$ cat src/pkg/itli_cfg.svh
// Offsets, field positions, reset values and frame layout of the
// line interface. Assumes a 32-bit word register port, byte addressed.
`ifndef ITLI_CFG_SVH
`define ITLI_CFG_SVH

// ============================================================
// Register map
`define ITLI_OFS_MODE 8'h00
`define ITLI_OFS_MASK 8'h04
`define ITLI_OFS_STATUS 8'h08
`define ITLI_OFS_IRQ_EN 8'h0C
`define ITLI_MODE_RST 16'h0000
`define ITLI_MASK_RST 16'hFFFF

// ============================================================
// Mode register fields
`define ITLI_FORCE_LOW_BIT 15
`define ITLI_SYNC_TERM_BIT 14
`define ITLI_B2_ROUTE_LO 8
`define ITLI_B1_ROUTE_LO 6
`define ITLI_D_ROUTE_LO 4
`define ITLI_MODE_LO 0
`define ITLI_MODE_TEN_CODE 2'h1
`define ITLI_MODE_FOUR_CODE 2'h2

// ============================================================
// Status fields
`define ITLI_STAT_CI_LO 0
`define ITLI_STAT_IND_BIT 8
`define ITLI_STAT_ALLOW_BIT 9
`define ITLI_STAT_BUSY_BIT 10

// ============================================================
// Frame layout
`define ITLI_TEN_LAST 8'h13
`define ITLI_TEN_D1 8'h08
`define ITLI_TEN_MAINT 8'h09
`define ITLI_TEN_B2_FIRST 8'h0A
`define ITLI_TEN_D2 8'h12
`define ITLI_TEN_AUX 8'h13
`define ITLI_FOUR_LAST 8'hFF
`define ITLI_FOUR_CH_BITS 8'h20
`define ITLI_FOUR_CI_FIRST 8'h1A
`define ITLI_FOUR_CI_LAST 8'h1F
`define ITLI_FOUR_CH2_BUSY 8'h5B

// ============================================================
// Controller slots
`define ITLI_CTRL_NUM 5
`define ITLI_CTRL_MGMT1 3'h3
`define ITLI_CTRL_MGMT2 3'h4
`define ITLI_CTRL_NONE 3'h7

`endif

$ cat src/pkg/itli_pkg.sv
// Types shared by the line interface modules.
// Assumes itli_cfg.svh for the numeric constants.
package itli_pkg;

    // ============================================================
    // Modes and slot kinds
    typedef enum logic [1:0] {
        ITLI_MODE_OFF, ITLI_MODE_TEN, ITLI_MODE_FOUR
    } itli_mode_type;

    typedef enum logic [2:0] {
        ITLI_SLOT_NONE, ITLI_SLOT_B1, ITLI_SLOT_B2, ITLI_SLOT_D,
        ITLI_SLOT_MAINT, ITLI_SLOT_AUX
    } itli_slot_type;

    typedef struct packed {
        itli_slot_type kind;
        logic [2:0] bit_idx;
    } itli_slot_info_type;

endpackage

$ cat src/pkg/itli_frame_if.sv
// Frame timing carried from the frame timer to the core.
// Assumes both ends run on clk_sys_in.
`timescale 1ns/1ps
interface itli_frame_if;
    import itli_pkg::*;
    itli_mode_type mode;
    logic bit_start;
    logic bit_sample;
    logic in_frame;
    logic data_clk;
    logic [7:0] bit_pos;

    modport timer(input mode, output bit_start, bit_sample, in_frame,
        data_clk, bit_pos);
    modport core(output mode, input bit_start, bit_sample, in_frame,
        data_clk, bit_pos);
endinterface

$ cat src/verilog/itli_frame_timer.sv
// Frame timer: finds line clock edges and frame sync, counts bits.
// Assumes line clock and sync are synchronous to clk_sys_in.
`timescale 1ns/1ps
`include "itli_cfg.svh"
module itli_frame_timer
    import itli_pkg::*;
(
    // Clock and reset
    input wire logic clk_sys_in,
    input wire logic reset_in,
    // Line side
    input wire logic line_bit_clock_in,
    input wire logic frame_sync_in,
    // Timing to core
    itli_frame_if.timer fr
);
    logic lclk_prev_reg;
    logic armed_reg;
    logic phase_reg;
    logic in_frame_reg;
    logic [7:0] pos_reg;
    logic start_reg;
    logic sample_reg;
    logic dclk_reg;
    logic rise;
    logic fall;
    logic four;
    logic last;
    logic start_cond;
    logic sample_cond;

    // ============================================================
    // Edge detection
    assign rise = line_bit_clock_in && !lclk_prev_reg;
    assign fall = !line_bit_clock_in && lclk_prev_reg;
    assign four = (fr.mode == ITLI_MODE_FOUR);
    assign last = four ? (pos_reg == `ITLI_FOUR_LAST)
                       : (pos_reg == `ITLI_TEN_LAST);
    assign start_cond = !frame_sync_in && (armed_reg ||
        (in_frame_reg && !last && !(four && phase_reg)));
    assign sample_cond = in_frame_reg &&
        (four ? (rise && !frame_sync_in && phase_reg) : fall);

    always_ff @(posedge clk_sys_in) begin
        if (reset_in) begin
            lclk_prev_reg <= 1'b0;
        end else begin
            lclk_prev_reg <= line_bit_clock_in;
        end
    end

    // ============================================================
    // Bit counter
    always_ff @(posedge clk_sys_in) begin
        if (reset_in || fr.mode == ITLI_MODE_OFF) begin
            armed_reg <= 1'b0;
            in_frame_reg <= 1'b0;
            pos_reg <= 8'h00;
            phase_reg <= 1'b0;
        end else if (rise) begin
            if (frame_sync_in) begin
                armed_reg <= 1'b1;
                in_frame_reg <= 1'b0;
            end else if (armed_reg) begin
                armed_reg <= 1'b0;
                in_frame_reg <= 1'b1;
                pos_reg <= 8'h00;
                phase_reg <= 1'b1;
            end else if (in_frame_reg && four && phase_reg) begin
                phase_reg <= 1'b0;
            end else if (in_frame_reg) begin
                if (last) begin
                    in_frame_reg <= 1'b0;
                end else begin
                    pos_reg <= pos_reg + 8'h01;
                end
                phase_reg <= 1'b1;
            end
        end
    end

    // ============================================================
    // Pulses and data clock
    always_ff @(posedge clk_sys_in) begin
        if (reset_in) begin
            start_reg <= 1'b0;
            sample_reg <= 1'b0;
        end else begin
            start_reg <= rise && start_cond && fr.mode != ITLI_MODE_OFF;
            sample_reg <= sample_cond;
        end
    end

    always_ff @(posedge clk_sys_in) begin
        if (reset_in || !four) begin
            dclk_reg <= 1'b0;
        end else if (rise) begin
            dclk_reg <= start_cond;
        end
    end

    assign fr.bit_start = start_reg;
    assign fr.bit_sample = sample_reg;
    assign fr.in_frame = in_frame_reg;
    assign fr.bit_pos = pos_reg;
    assign fr.data_clk = dclk_reg;
endmodule

$ cat src/verilog/itli_line_if.sv
// Time-division line interface core: channel routing, bit masking,
// bearer strobes, D-channel access and, in ITLI_MODE_FOUR only, line activation by forcing the line low.
// Assumes a line transceiver that supplies line clock and frame sync.
`timescale 1ns/1ps
`include "itli_cfg.svh"
module itli_line_if
    import itli_pkg::*;
(
    // Clock and reset
    input wire logic clk_sys_in,
    input wire logic reset_in,
    // Register port
    input wire logic [7:0] reg_addr_in,
    input wire logic [31:0] reg_wr_data_in,
    input wire logic reg_wr_in,
    input wire logic reg_rd_in,
    output logic [31:0] reg_rd_data_out,
    // Line pins
    input wire logic line_bit_clock_in,
    input wire logic frame_sync_in,
    input wire logic line_rx_data_in,
    output logic line_tx_data_out,
    output logic line_tx_data_oe_n_out,
    output logic dchan_request_out,
    input wire logic dchan_grant_in,
    output logic bearer_strobe_one_out,
    output logic bearer_strobe_two_out,
    output logic bus_data_clock_out,
    // Controller side
    output logic [4:0] ctrl_tx_req_out,
    input wire logic [4:0] ctrl_tx_bit_in,
    output logic [4:0] ctrl_rx_valid_out,
    output logic ctrl_rx_bit_out,
    input wire logic dchan_pending_in,
    output logic dchan_abort_out,
    output logic ind_irq_out
);
    itli_frame_if fr();

    logic [15:0] mode_reg;
    logic [15:0] mask_reg;
    logic irq_en_reg;
    logic ind_valid_reg;
    logic [5:0] ci_shift_reg;
    logic [5:0] ci_last_reg;
    logic busy_reg;
    logic d_allow_reg;
    logic pin_data_reg;
    logic pin_oe_n_reg;
    logic strobe1_reg;
    logic strobe2_reg;
    logic rx_bit_reg;
    logic [4:0] rx_valid_reg;
    logic abort_reg;
    logic [31:0] rd_data_reg;

    itli_mode_type cur_mode;
    itli_slot_info_type slot;
    logic [2:0] ctrl;
    logic ctrl_ok;
    logic b_en;
    logic rx_on;
    logic tx_on;
    logic tx_bit;
    logic four;
    logic force_low;
    logic term_ext;
    logic ind_set;
    logic [5:0] ci_next;
    logic busy_sample;
    logic collision;

    // ============================================================
    // Slot decode
    function automatic itli_slot_info_type slot_of(
        input itli_mode_type m, input logic [7:0] p);
        itli_slot_info_type s;
        s.kind = ITLI_SLOT_NONE;
        s.bit_idx = p[2:0];
        if (m == ITLI_MODE_TEN) begin
            if (p < `ITLI_TEN_D1) begin
                s.kind = ITLI_SLOT_B1;
            end else if (p == `ITLI_TEN_D1 || p == `ITLI_TEN_D2) begin
                s.kind = ITLI_SLOT_D;
            end else if (p == `ITLI_TEN_MAINT) begin
                s.kind = ITLI_SLOT_MAINT;
            end else if (p < `ITLI_TEN_D2) begin
                s.kind = ITLI_SLOT_B2;
                s.bit_idx = 3'(p - `ITLI_TEN_B2_FIRST);
            end else if (p == `ITLI_TEN_AUX) begin
                s.kind = ITLI_SLOT_AUX;
            end
        end else if (m == ITLI_MODE_FOUR && p < `ITLI_FOUR_CH_BITS) begin
            unique case (p[4:3])
                2'h0: s.kind = ITLI_SLOT_B1;
                2'h1: s.kind = ITLI_SLOT_B2;
                2'h2: s.kind = ITLI_SLOT_MAINT;
                2'h3: begin
                    if (p < `ITLI_FOUR_CI_FIRST) begin
                        s.kind = ITLI_SLOT_D;
                    end else begin
                        s.kind = ITLI_SLOT_AUX;
                    end
                end
            endcase
        end
        return s;
    endfunction

    function automatic logic [2:0] route_of(input logic [1:0] r);
        return (r == 2'h0) ? `ITLI_CTRL_NONE : {1'b0, r - 2'h1};
    endfunction

    // ============================================================
    // Mode and routing
    always_comb begin
        unique case (mode_reg[`ITLI_MODE_LO +: 2])
            `ITLI_MODE_TEN_CODE: cur_mode = ITLI_MODE_TEN;
            `ITLI_MODE_FOUR_CODE: cur_mode = ITLI_MODE_FOUR;
            default: cur_mode = ITLI_MODE_OFF;
        endcase
    end

    assign fr.mode = cur_mode;
    assign four = (cur_mode == ITLI_MODE_FOUR);
    assign force_low = four && mode_reg[`ITLI_FORCE_LOW_BIT];
    assign term_ext = four && mode_reg[`ITLI_SYNC_TERM_BIT];
    assign slot = slot_of(cur_mode, fr.bit_pos);

    always_comb begin
        unique case (slot.kind)
            ITLI_SLOT_B1: ctrl = route_of(mode_reg[`ITLI_B1_ROUTE_LO +: 2]);
            ITLI_SLOT_B2: ctrl = route_of(mode_reg[`ITLI_B2_ROUTE_LO +: 2]);
            ITLI_SLOT_D: ctrl = route_of(mode_reg[`ITLI_D_ROUTE_LO +: 2]);
            ITLI_SLOT_MAINT: ctrl = `ITLI_CTRL_MGMT1;
            ITLI_SLOT_AUX: ctrl = `ITLI_CTRL_MGMT2;
            default: ctrl = `ITLI_CTRL_NONE;
        endcase
    end

    assign ctrl_ok = (ctrl != `ITLI_CTRL_NONE);

    always_comb begin
        unique case (slot.kind)
            ITLI_SLOT_B1: b_en = mask_reg[{1'b0, slot.bit_idx}];
            ITLI_SLOT_B2: b_en = mask_reg[{1'b1, slot.bit_idx}];
            default: b_en = 1'b1;
        endcase
    end

    assign rx_on = fr.in_frame && ctrl_ok && b_en;
    assign tx_on = rx_on && !force_low &&
        (slot.kind != ITLI_SLOT_D || d_allow_reg);
    assign tx_bit = ctrl_ok ? ctrl_tx_bit_in[ctrl] : 1'b1;
    assign ctrl_tx_req_out = (fr.bit_start && tx_on) ? (5'h01 << ctrl)
                                                     : 5'h00;

    // ============================================================
    // Transmit pin
    always_ff @(posedge clk_sys_in) begin
        if (reset_in) begin
            pin_data_reg <= 1'b1;
            pin_oe_n_reg <= 1'b1;
        end else if (force_low) begin
            pin_data_reg <= 1'b0;
            pin_oe_n_reg <= 1'b0;
        end else if (!fr.in_frame) begin
            pin_data_reg <= 1'b1;
            pin_oe_n_reg <= 1'b1;
        end else if (fr.bit_start) begin
            if (four) begin
                pin_data_reg <= 1'b0;
                pin_oe_n_reg <= !(tx_on && !tx_bit);
            end else begin
                pin_data_reg <= tx_bit;
                pin_oe_n_reg <= !tx_on;
            end
        end
    end

    assign line_tx_data_out = pin_data_reg;
    assign line_tx_data_oe_n_out = pin_oe_n_reg;

    // ============================================================
    // Bearer strobes
    always_ff @(posedge clk_sys_in) begin
        if (reset_in || !fr.in_frame) begin
            strobe1_reg <= 1'b0;
            strobe2_reg <= 1'b0;
        end else if (fr.bit_start) begin
            strobe1_reg <= (slot.kind == ITLI_SLOT_B1) && b_en;
            strobe2_reg <= (slot.kind == ITLI_SLOT_B2) && b_en;
        end
    end

    assign bearer_strobe_one_out = strobe1_reg;
    assign bearer_strobe_two_out = strobe2_reg;
    assign bus_data_clock_out = fr.data_clk;

    // ============================================================
    // Receive path
    always_ff @(posedge clk_sys_in) begin
        if (reset_in) begin
            rx_bit_reg <= 1'b0;
            rx_valid_reg <= 5'h00;
        end else if (fr.bit_sample && rx_on) begin
            rx_bit_reg <= line_rx_data_in;
            rx_valid_reg <= 5'h01 << ctrl;
        end else begin
            rx_valid_reg <= 5'h00;
        end
    end

    assign ctrl_rx_bit_out = rx_bit_reg;
    assign ctrl_rx_valid_out = rx_valid_reg;

    // ============================================================
    // Command/indication capture
    assign ci_next = {ci_shift_reg[4:0], line_rx_data_in};
    assign ind_set = four && fr.bit_sample &&
        fr.bit_pos == `ITLI_FOUR_CI_LAST && ci_next != ci_last_reg;
    assign busy_sample = four && fr.bit_sample &&
        fr.bit_pos == `ITLI_FOUR_CH2_BUSY;

    always_ff @(posedge clk_sys_in) begin
        if (reset_in) begin
            ci_shift_reg <= 6'h00;
            ci_last_reg <= 6'h00;
        end else if (four && fr.bit_sample &&
                     slot.kind == ITLI_SLOT_AUX) begin
            ci_shift_reg <= ci_next;
            if (ind_set) begin
                ci_last_reg <= ci_next;
            end
        end
    end

    always_ff @(posedge clk_sys_in) begin
        if (reset_in) begin
            busy_reg <= 1'b0;
        end else if (busy_sample) begin
            busy_reg <= line_rx_data_in;
        end
    end

    always_ff @(posedge clk_sys_in) begin
        if (reset_in) begin
            ind_valid_reg <= 1'b0;
        end else if (ind_set) begin
            ind_valid_reg <= 1'b1;
        end else if (reg_wr_in && reg_addr_in == `ITLI_OFS_STATUS &&
                     reg_wr_data_in[`ITLI_STAT_IND_BIT]) begin
            ind_valid_reg <= 1'b0;
        end
    end

    assign ind_irq_out = ind_valid_reg && irq_en_reg;

    // ============================================================
    // D-channel access
    assign collision = dchan_pending_in && d_allow_reg && (
        (fr.bit_start && fr.in_frame && slot.kind == ITLI_SLOT_D &&
         !dchan_grant_in) ||
        (term_ext && busy_sample && line_rx_data_in));

    always_ff @(posedge clk_sys_in) begin
        if (reset_in) begin
            d_allow_reg <= 1'b0;
        end else if (frame_sync_in) begin
            d_allow_reg <= dchan_grant_in &&
                !(term_ext && busy_reg);
        end else if (collision) begin
            d_allow_reg <= 1'b0;
        end
    end

    always_ff @(posedge clk_sys_in) begin
        if (reset_in) begin
            abort_reg <= 1'b0;
        end else begin
            abort_reg <= collision;
        end
    end

    assign dchan_abort_out = abort_reg;
    assign dchan_request_out = (cur_mode == ITLI_MODE_TEN) &&
        dchan_pending_in;

    // ============================================================
    // Register port
    always_ff @(posedge clk_sys_in) begin
        if (reset_in) begin
            mode_reg <= `ITLI_MODE_RST;
            mask_reg <= `ITLI_MASK_RST;
            irq_en_reg <= 1'b0;
        end else if (reg_wr_in) begin
            unique case (reg_addr_in)
                `ITLI_OFS_MODE: mode_reg <= reg_wr_data_in[15:0];
                `ITLI_OFS_MASK: mask_reg <= reg_wr_data_in[15:0];
                `ITLI_OFS_IRQ_EN: irq_en_reg <= reg_wr_data_in[0];
                default: ;
            endcase
        end
    end

    always_ff @(posedge clk_sys_in) begin
        if (reset_in || !reg_rd_in) begin
            rd_data_reg <= 32'h0000_0000;
        end else begin
            unique case (reg_addr_in)
                `ITLI_OFS_MODE: rd_data_reg <= {16'h0000, mode_reg};
                `ITLI_OFS_MASK: rd_data_reg <= {16'h0000, mask_reg};
                `ITLI_OFS_STATUS: rd_data_reg <= {21'h0, busy_reg,
                    d_allow_reg, ind_valid_reg, 2'h0, ci_last_reg};
                `ITLI_OFS_IRQ_EN: rd_data_reg <= {31'h0, irq_en_reg};
                default: rd_data_reg <= 32'h0000_0000;
            endcase
        end
    end

    assign reg_rd_data_out = rd_data_reg;

    // ============================================================
    // Frame timer
    itli_frame_timer u_timer (
        .clk_sys_in(clk_sys_in),
        .reset_in(reset_in),
        .line_bit_clock_in(line_bit_clock_in),
        .frame_sync_in(frame_sync_in),
        .fr(fr.timer)
    );
endmodule

$ cat config.mk
export PLATFORM = sky130hd
export DESIGN_NAME = itli_line_if
export DESIGN_NICKNAME = d
export VERILOG_FILES = /design/src/pkg/itli_pkg.sv /design/src/pkg/itli_frame_if.sv /design/src/verilog/itli_frame_timer.sv /design/src/verilog/itli_line_if.sv
export VERILOG_INCLUDE_DIRS = /design/src /design/src/pkg
export SDC_FILE = /design/constraint.sdc
export NUM_CORES = 1
export LEC_CHECK = 0
export BUFFER_PORTS_ARGS = -buffer_cell sky130_fd_sc_hd__buf_2
export CAP_MARGIN = 25
export CORE_UTILIZATION = 54
export DETAILED_ROUTE_END_ITERATION = 10
export PLACE_DENSITY = 0.8
export SYNTH_ARGS = -nofsm -noshare
export SYNTH_HDL_FRONTEND = slang
export SYNTH_SLANG_ARGS = --single-unit
$ cat constraint.sdc
create_clock -name clk_sys_in -period 4.5 [get_ports clk_sys_in]
set_input_delay 0 -clock clk_sys_in [delete_from_list [all_inputs] [get_ports clk_sys_in]]
set_output_delay 0 -clock clk_sys_in [all_outputs]
set_load 0.1 [all_outputs]
==> summary.txt, run 1 <==
GP Congestion: 0.948
Setup Skew: 13.9 ps
yosys warns: 0
Leakage Power: 0.00227 µW
FP Rows: 33
vias per std cell: 5.70
EDFF count, synth: 0
htree depth: 3
area leader, netlist: dfxtp_1
Pins Over Slew Limit: 0
min Tclk post-route: 4200 ps
total die area: 0.00903 mm²
fraction of layout cells with a size suffix above 1: 0.187
port bufs: 72
antenna cells: 0
Post-synth top flop: dfxtp_1
Mapped Cells: 542
fmax: 238 MHz
fin nets: 697
RSZ-0062 raised after global routing: no
most frequent cells after synthesis: dfxtp_1, nor2_1, mux2i_1, nand2_1, nand3_1
mean post-synth cell area: 8.63 µm²
crit end category: primary output
Top Ports: 105
DRT Wirelength: 11.8 mm
TritonCTS clock tree: done
Setup WS pre-CTS: 557 ps
Finish-stage setup viols: 0
Die Span Y: 95.1 µm
Worst-Skew Late Latency: 380 ps
GRT Total Usage: 0.267
Synth async-reset ratio: 0
routed len/inst: 15.9 µm
setup slack, reg-to-reg: 990 ps
HPWL after detailed placement: 8.25 mm
sequential fraction of the synthesis area: 0.381
hold depth: 4
Post-CTS Setup Repair Bufs: 0
Initial Utilization: 0.563
DRC: 0
Area growth syn-to-layout: 18.6%
WP buf/inv: 1
design area: 0.00554 mm²
ranking of synthesized cells by area: dfxtp_1, mux2i_1, nor2_1
Worst VDD drop: 206 µV
DR pass1 iterations: 5
Worst R2R Start: mode_reg[1]$_SDFFE_PP0P_
Fin. Hold Viols: 0
Cell Area, Synth: 0.00468 mm²
final setup margin: 298 ps
Clock Tree Root: clkbuf_8
total gr overflow: 0
top-area cell type share of the netlist area: 0.381
PD cells: 279 mW/mm²
drt first-iter violations: 315
CP Data Required Time: 4500 ps
initial antenna violation count: 0
TritonCTS sink count: 89
WHS Endpoint: irq_en_reg$_SDFFE_PP0P_
hold_sp: reg_wr_in
vias in the first global route: 3849
area of placed instances: 0.00506 mm²
startpoint types: flop
cell with the most instances after synthesis: dfxtp_1
largest net degree at the start of global routing: 43
arrival time at the worst endpoint: 4200 ps
critical path class: reg2out
clock-pin slew on the worst setup and hold paths: 100 ps
min-delay worst type: in2reg
setup TNS: 0 ps
Max clock buf depth: 2
CP top delay family: simple AND/OR/NAND/NOR gates
Final ANT Viol Nets: 0
crit path cell chain: ha_1 > o21ai_1 > nor4_4 > o21ai_2 > xnor2_2 > mux2_2 > a221oi_2 > o311ai_4 > or3_4 > nor3b_2 > clkbuf_4
Die X: 95.1 µm
slowest CP cell: or3_4
number of distinct library cells after synthesis: 68
Util after Layout: 0.668
routed via count: 4221
max_cap viols: 0
Critical Path Fanout Max: 7
reg2reg end: line_tx_data_out$_SDFFE_PP1P_
Max stage delay on crit path: 470 ps
TritonCTS Buffers: 9
worst relative slew slack: 0.526
status: complete, no violations
final worst hold slack: 35.5 ps
Slew @ Worst Pin: 710 ps
final period utilization: 0.934
first-pass GRT wire length: 18.4 mm
synthesized flop and latch total: 89
Worst R2R Path Depth: 10
Core Region: 0.00830 mm²
[where the power goes]
| group | switching (µW) | internal [µW] |
|---|---|---|
| Combinational | 97.1 | 38.1 |
| Sequential | 1.45 | 788 |
| Clock | 306 | 318 |
[how the worst max path moves through the flow]
| stage | startpoint | end | depth (start not counted) | slack (ps) |
|---|---|---|---|---|
| after floorplan | u_timer.fr.bit_pos[0]$_SDFFE_PP0P_ | ctrl_tx_req_out[1] | 13 | -110 |
| after global placement | u_timer.fr.bit_pos[1]$_SDFFE_PP0P_ | ctrl_tx_req_out[3] | 12 | 630 |
| after detailed placement | u_timer.fr.bit_pos[1]$_SDFFE_PP0P_ | ctrl_tx_req_out[3] | 12 | 560 |
| after CTS | u_timer.fr.bit_pos[1]$_SDFFE_PP0P_ | ctrl_tx_req_out[3] | 12 | 140 |
| after global routing | mode_reg[1]$_SDFFE_PP0P_ | ctrl_tx_req_out[3] | 11 | 80 |
| final | mode_reg[0]$_SDFFE_PP0P_ | ctrl_tx_req_out[3] | 11 | 300 |
[layout make-up]
cell class	count	area, µm²
clock buffer	9	124
fill	678	2760
tap	105	131
sequential	89	1780
timing repair buffer	102	663
multi-input combinational	409	2670
clock inverter	7	103
inverter	20	75.1
[tightest hold or removal path, stage by stage]
cell,delay (ps)
buf_2,130
nand4_1,110
mux2i_1,70
nor2_1,70
[timing repair]
item,in CTS,in global routing
resized for setup,0,6
endpoints found under the hold margin,41,0
hold buffers,23,0
setup endpoints to repair,0,5
[placed cells by master (no fill, tap or decap), types with 5 or more instances in the layout]
cell           Yosys  final
a21oi_1           27     27
buf_2              6     67
buf_4             17      6
clkbuf_4           0      5
clkbuf_8           0      9
conb_1             1     16
dfxtp_1           89     88
dlygate4sd3_1      0     23
ha_1              12     12
inv_1             20     20
mux2i_1           57     57
nand2_1           56     56
nand2b_1           6      6
nand3_1           34     34
nand3b_1           5      5
nand4_1            9      9
nor2_1            77     76
nor2b_1            6      6
nor3_1            10      9
nor4_1             5      5
o21a_1             5      5
o21ai_0            7      7
xnor2_1            5      5
xor2_1             6      6
[per-layer routing]
layer  track usage  up-vias  wire (µm)
met1         0.334     2001       5160
met2         0.436      154       5680
li1              -     2046          -
met3        0.0662       20        685
met4         0.116        0        239
met5             0        -          0
[stage by stage]
| step | instances | power (µW) |
|---|---|---|
| after floorplan | 557 | 908 |
| after global placement | 701 | 925 |
| after detailed placement | 701 | 926 |
| after CTS | 740 | 1550 |
| after global routing | 741 | 1600 |
| final | 741 | 1550 |
[cells by family after synthesis]
logic type	share of synthesized area
other	0.000802
AND/OR/NAND/NOR	0.255
XOR/XNOR	0.0241
adder cells (fa/ha/maj)	0.0321
flip-flops	0.381
AO/OA/AOI/OAI	0.108
multiplexers	0.136
buffers and inverters	0.0626
Power figures use the tool's default switching activity.
==> inputs of run 2 (changes only) <==
--- a/config.mk
+++ b/config.mk
@@ -6,6 +6,7 @@
 export SDC_FILE = /design/constraint.sdc
 export NUM_CORES = 1
 export LEC_CHECK = 0
+export ABC_AREA = 1
 export BUFFER_PORTS_ARGS = -buffer_cell sky130_fd_sc_hd__buf_2
 export CAP_MARGIN = 25
 export CORE_UTILIZATION = 54
==> summary.txt, run 2 <==
status: complete, no violations (unchanged)
final setup margin: 615 ps (was 298 ps)
area of placed instances: 0.00505 mm² (was 0.00506 mm²)
min Tclk post-route: 3880 ps (was 4200 ps)
Area growth syn-to-layout: 18.0% (was 18.6%)
design area: 0.00550 mm² (was 0.00554 mm²)
crit path cell chain: inv_2 > ha_1 > nand3_1 > o21ai_1 > nor2_2 > nand2_2 > nand2_4 > inv_2 > nand2_4 > nor2_2 > nand2_1 > nand2_1 > nor2_2 > nand2_1 > nand2_2 > nand3_1 > nor2_2 > inv_2 > nor3_1 > buf_2 (was ha_1 > o21ai_1 > nor4_4 > o21ai_2 > xnor2_2 > mux2_2 > a221oi_2 > o311ai_4 > or3_4 > nor3b_2 > clkbuf_4)
Post-synth top flop: dfxtp_1 (unchanged)
worst relative slew slack: 0.513 (was 0.526)
EDFF count, synth: 0 (unchanged)
drt first-iter violations: 257 (was 315)
Worst VDD drop: 230 µV (was 206 µV)
vias per std cell: 5.35 (was 5.70)
clock share of power: 0.366 (was 0.403)
Int Power: 1050 µW (was 1140 µW)
initial antenna violation count: 0 (unchanged)
fraction of layout cells with a size suffix above 1: 0.197 (was 0.187)
arrival time at the worst endpoint: 3880 ps (was 4200 ps)
TritonCTS sink count: 89 (unchanged)
top-area cell type share of the netlist area: 0.382 (was 0.381)
Finish-stage setup viols: 0 (unchanged)
max_cap viols: 0 (unchanged)
port bufs: 72 (unchanged)
total die area: 0.00900 mm² (was 0.00903 mm²)
Util after Layout: 0.662 (was 0.668)
Sw Ratio: 0.270 (was 0.261)
fmax: 257 MHz (was 238 MHz)
Final ANT Viol Nets: 0 (unchanged)
TritonCTS clock tree: done (unchanged)
sequential fraction of the synthesis area: 0.382 (was 0.381)
M1 WL: 5.27 mm (was 5.16 mm)
number of distinct library cells after synthesis: 46 (was 68)
hold_sp: frame_sync_in (was reg_wr_in)
Max stage delay on crit path: 750 ps (was 470 ps)
CP top delay family: simple AND/OR/NAND/NOR gates (unchanged)
Die X: 94.9 µm (was 95.1 µm)
Top Ports: 105 (unchanged)
vias in the first global route: 4306 (was 3849)
Die Span Y: 94.9 µm (was 95.1 µm)
setup TNS: 0 ps (unchanged)
WP buf/inv: 4 (was 1)
TritonCTS Buffers: 9 (unchanged)
CP Data Required Time: 4500 ps (about the same)
crit end category: primary output (unchanged)
area leader, netlist: dfxtp_1 (unchanged)
DRT Wirelength: 12.0 mm (was 11.8 mm)
slowest CP cell: dfxtp_1 (was or3_4)
GP Congestion: 0.946 (was 0.948)
PD cells: 263 mW/mm² (was 279 mW/mm²)
total gr overflow: 0 (unchanged)
antenna cells: 0 (unchanged)
Setup WS pre-CTS: 1130 ps (was 557 ps)
fin nets: 826 (was 697)
routed via count: 4655 (was 4221)
Slew @ Worst Pin: 724 ps (was 710 ps)
ranking of synthesized cells by area: dfxtp_1, nand2_1, inv_1 (was dfxtp_1, mux2i_1, nor2_1)
metal2 WL: 5.54 mm (was 5.68 mm)
clock-pin slew on the worst setup and hold paths: 90 ps (was 100 ps)
NetSw: 390 µW (was 405 µW)
DR top layer: met4 (unchanged)
mean post-synth cell area: 7.00 µm² (was 8.63 µm²)
most frequent cells in the layout: nand2_1, dfxtp_1, inv_1 (was dfxtp_1, nor2_1, buf_2)
Met3 Wirelength: 819 µm (was 685 µm)
Worst-Skew Late Latency: 360 ps (was 380 ps)
htree depth: 3 (unchanged)
Mapped Cells: 665 (was 542)
HPWL after detailed placement: 8.73 mm (was 8.25 mm)
WHS Endpoint: u_timer.armed_reg$_SDFFE_PP0P_ (was irq_en_reg$_SDFFE_PP0P_)
critical path class: reg2out (unchanged)
DR pass1 iterations: 5 (unchanged)
hold depth: 3 (was 4)
DRC: 0 (unchanged)
RSZ-0062 raised after global routing: no (unchanged)
Leakage Power: 0.00248 µW (was 0.00227 µW)
Pins Over Slew Limit: 0 (unchanged)
reg2reg end: ci_last_reg[5]$_SDFFE_PP0P_ (was line_tx_data_out$_SDFFE_PP1P_)
Comb power frac: 0.087 (about the same)
Critical Path Fanout Max: 17 (was 7)
largest net degree at the start of global routing: 36 (was 43)
Clock Tree Root: clkbuf_8 (unchanged)
Synth async-reset ratio: 0 (unchanged)
Fin. Hold Viols: 0 (unchanged)
cell with the most instances after synthesis: nand2_1 (was dfxtp_1)
Setup Skew: 8.99 ps (was 13.9 ps)
min-delay worst type: in2reg (unchanged)
Resized cells post-CTS: 0 (unchanged)
routed len/inst: 13.8 µm (was 15.9 µm)
Reg power frac: 0.547 (was 0.510)
yosys warns: 0 (unchanged)
FP Rows: 33 (unchanged)
Core Region: 0.00830 mm² (unchanged)
synthesized flop and latch total: 89 (unchanged)
startpoint types: flop (unchanged)
Initial Utilization: 0.561 (was 0.563)
final period utilization: 0.863 (was 0.934)
Max clock buf depth: 2 (unchanged)
commonest non-fill, non-tap cell in the layout: nand2_1 (was dfxtp_1)
first-pass GRT wire length: 19.6 mm (was 18.4 mm)
Worst R2R Start: u_timer.fr.bit_pos[0]$_SDFFE_PP0P_ (was mode_reg[1]$_SDFFE_PP0P_)
most frequent cells after synthesis: nand2_1, dfxtp_1, inv_1, nor2_1, a21oi_1 (was dfxtp_1, nor2_1, mux2i_1, nand2_1, nand3_1)
crit-path most repeated cell: nor2_2
Cell Area, Synth: 0.00466 mm² (was 0.00468 mm²)
setup slack, reg-to-reg: 1270 ps (was 990 ps)
Worst R2R Path Depth: 13 (was 10)
GRT Total Usage: 0.282 (was 0.267)
## run 2: cell count changes in the layout (fill, tap and decap cells not counted), sizes merged, moves of 9 or more
cell,before,now
nand3,34,43
o21ai,10,37
mux2i,57,0
inv,22,89
a21oi,27,46
nor2,77,86
nand2,56,158
o211ai,1,10
## run 2: area by class of cell
cell class / count / area (µm²)
fill: 702 / 2800
multi-input combinational: 466 / 2390
sequential: 89 / 1780
timing repair buffer: 103 / 658
inverter: 91 / 342
clock buffer: 11 / 151
tap: 105 / 131
clock inverter: 5 / 37.5
## run 2: worst reg2reg max path: cells and delay by family, from the launching register on
family	cells	cell delay (ps)
AOI/OAI and AO/OA	3	470
adders and majority gates	1	270
buffers and inverters	2	320
DFF	1	750
and+or+nand+nor	7	1290
## run 2: power groups by stage
| stage | Clock, µW | Sequential [µW] | Combinational [µW] |
|---|---|---|---|
| after global placement | 0 | 808 | 106 |
| after detailed placement | 0 | 808 | 107 |
| after CTS | 534 | 789 | 125 |
| after floorplan | 0 | 808 | 90.1 |
| final | 529 | 789 | 126 |
| after global routing | 563 | 790 | 134 |
## run 2: what timing repair did
action,CTS,global route
buffers inserted,0,0
hold endpoints to repair,40,0
hold buffers,26,0
## run 2: cell families (layout without fill, tap and decap cells)
family	after synthesis	count (layout)	synth area share
XOR/XNOR	3	3	0.00564
flip-flops	89	89	0.382
buffers and inverters	125	210	0.118
adder cells (fa/ha/maj)	12	12	0.0322
AND/OR/NAND/NOR	319	319	0.315
AO/OA/AOI/OAI	116	116	0.146
other	1	16	0.000805
## run 2: worst max-delay path by stage
stage	endpoint	startpoint	cells past startpoint
after floorplan	ctrl_tx_req_out[0]	u_timer.fr.bit_pos[0]$_SDFFE_PP0P_	19
after global placement	ctrl_tx_req_out[4]	u_timer.fr.bit_pos[0]$_SDFFE_PP0P_	20
after detailed placement	ctrl_tx_req_out[1]	u_timer.fr.bit_pos[0]$_SDFFE_PP0P_	20
after CTS	ctrl_tx_req_out[1]	u_timer.fr.bit_pos[0]$_SDFFE_PP0P_	20
after global routing	ctrl_tx_req_out[3]	u_timer.fr.bit_pos[0]$_SDFFE_PP0P_	20
final	ctrl_tx_req_out[1]	u_timer.fr.bit_pos[0]$_SDFFE_PP0P_	20
## run 2: layer usage
| metal | vias up | global-route usage |
|---|---|---|
| met4 | 0 | 0.128 |
| met5 | - | 0 |
| met2 | 205 | 0.455 |
| met1 | 2108 | 0.358 |
| met3 | 37 | 0.0620 |
| li1 | 2305 | - |
## run 2: stage by stage
step,hold slack [ps],power (µW),cells
floorplan,126,898,680
global placement,226,914,828
detailed placement,231,915,828
CTS,84.2,1450,870
global route,111,1490,870
finish,110,1440,870
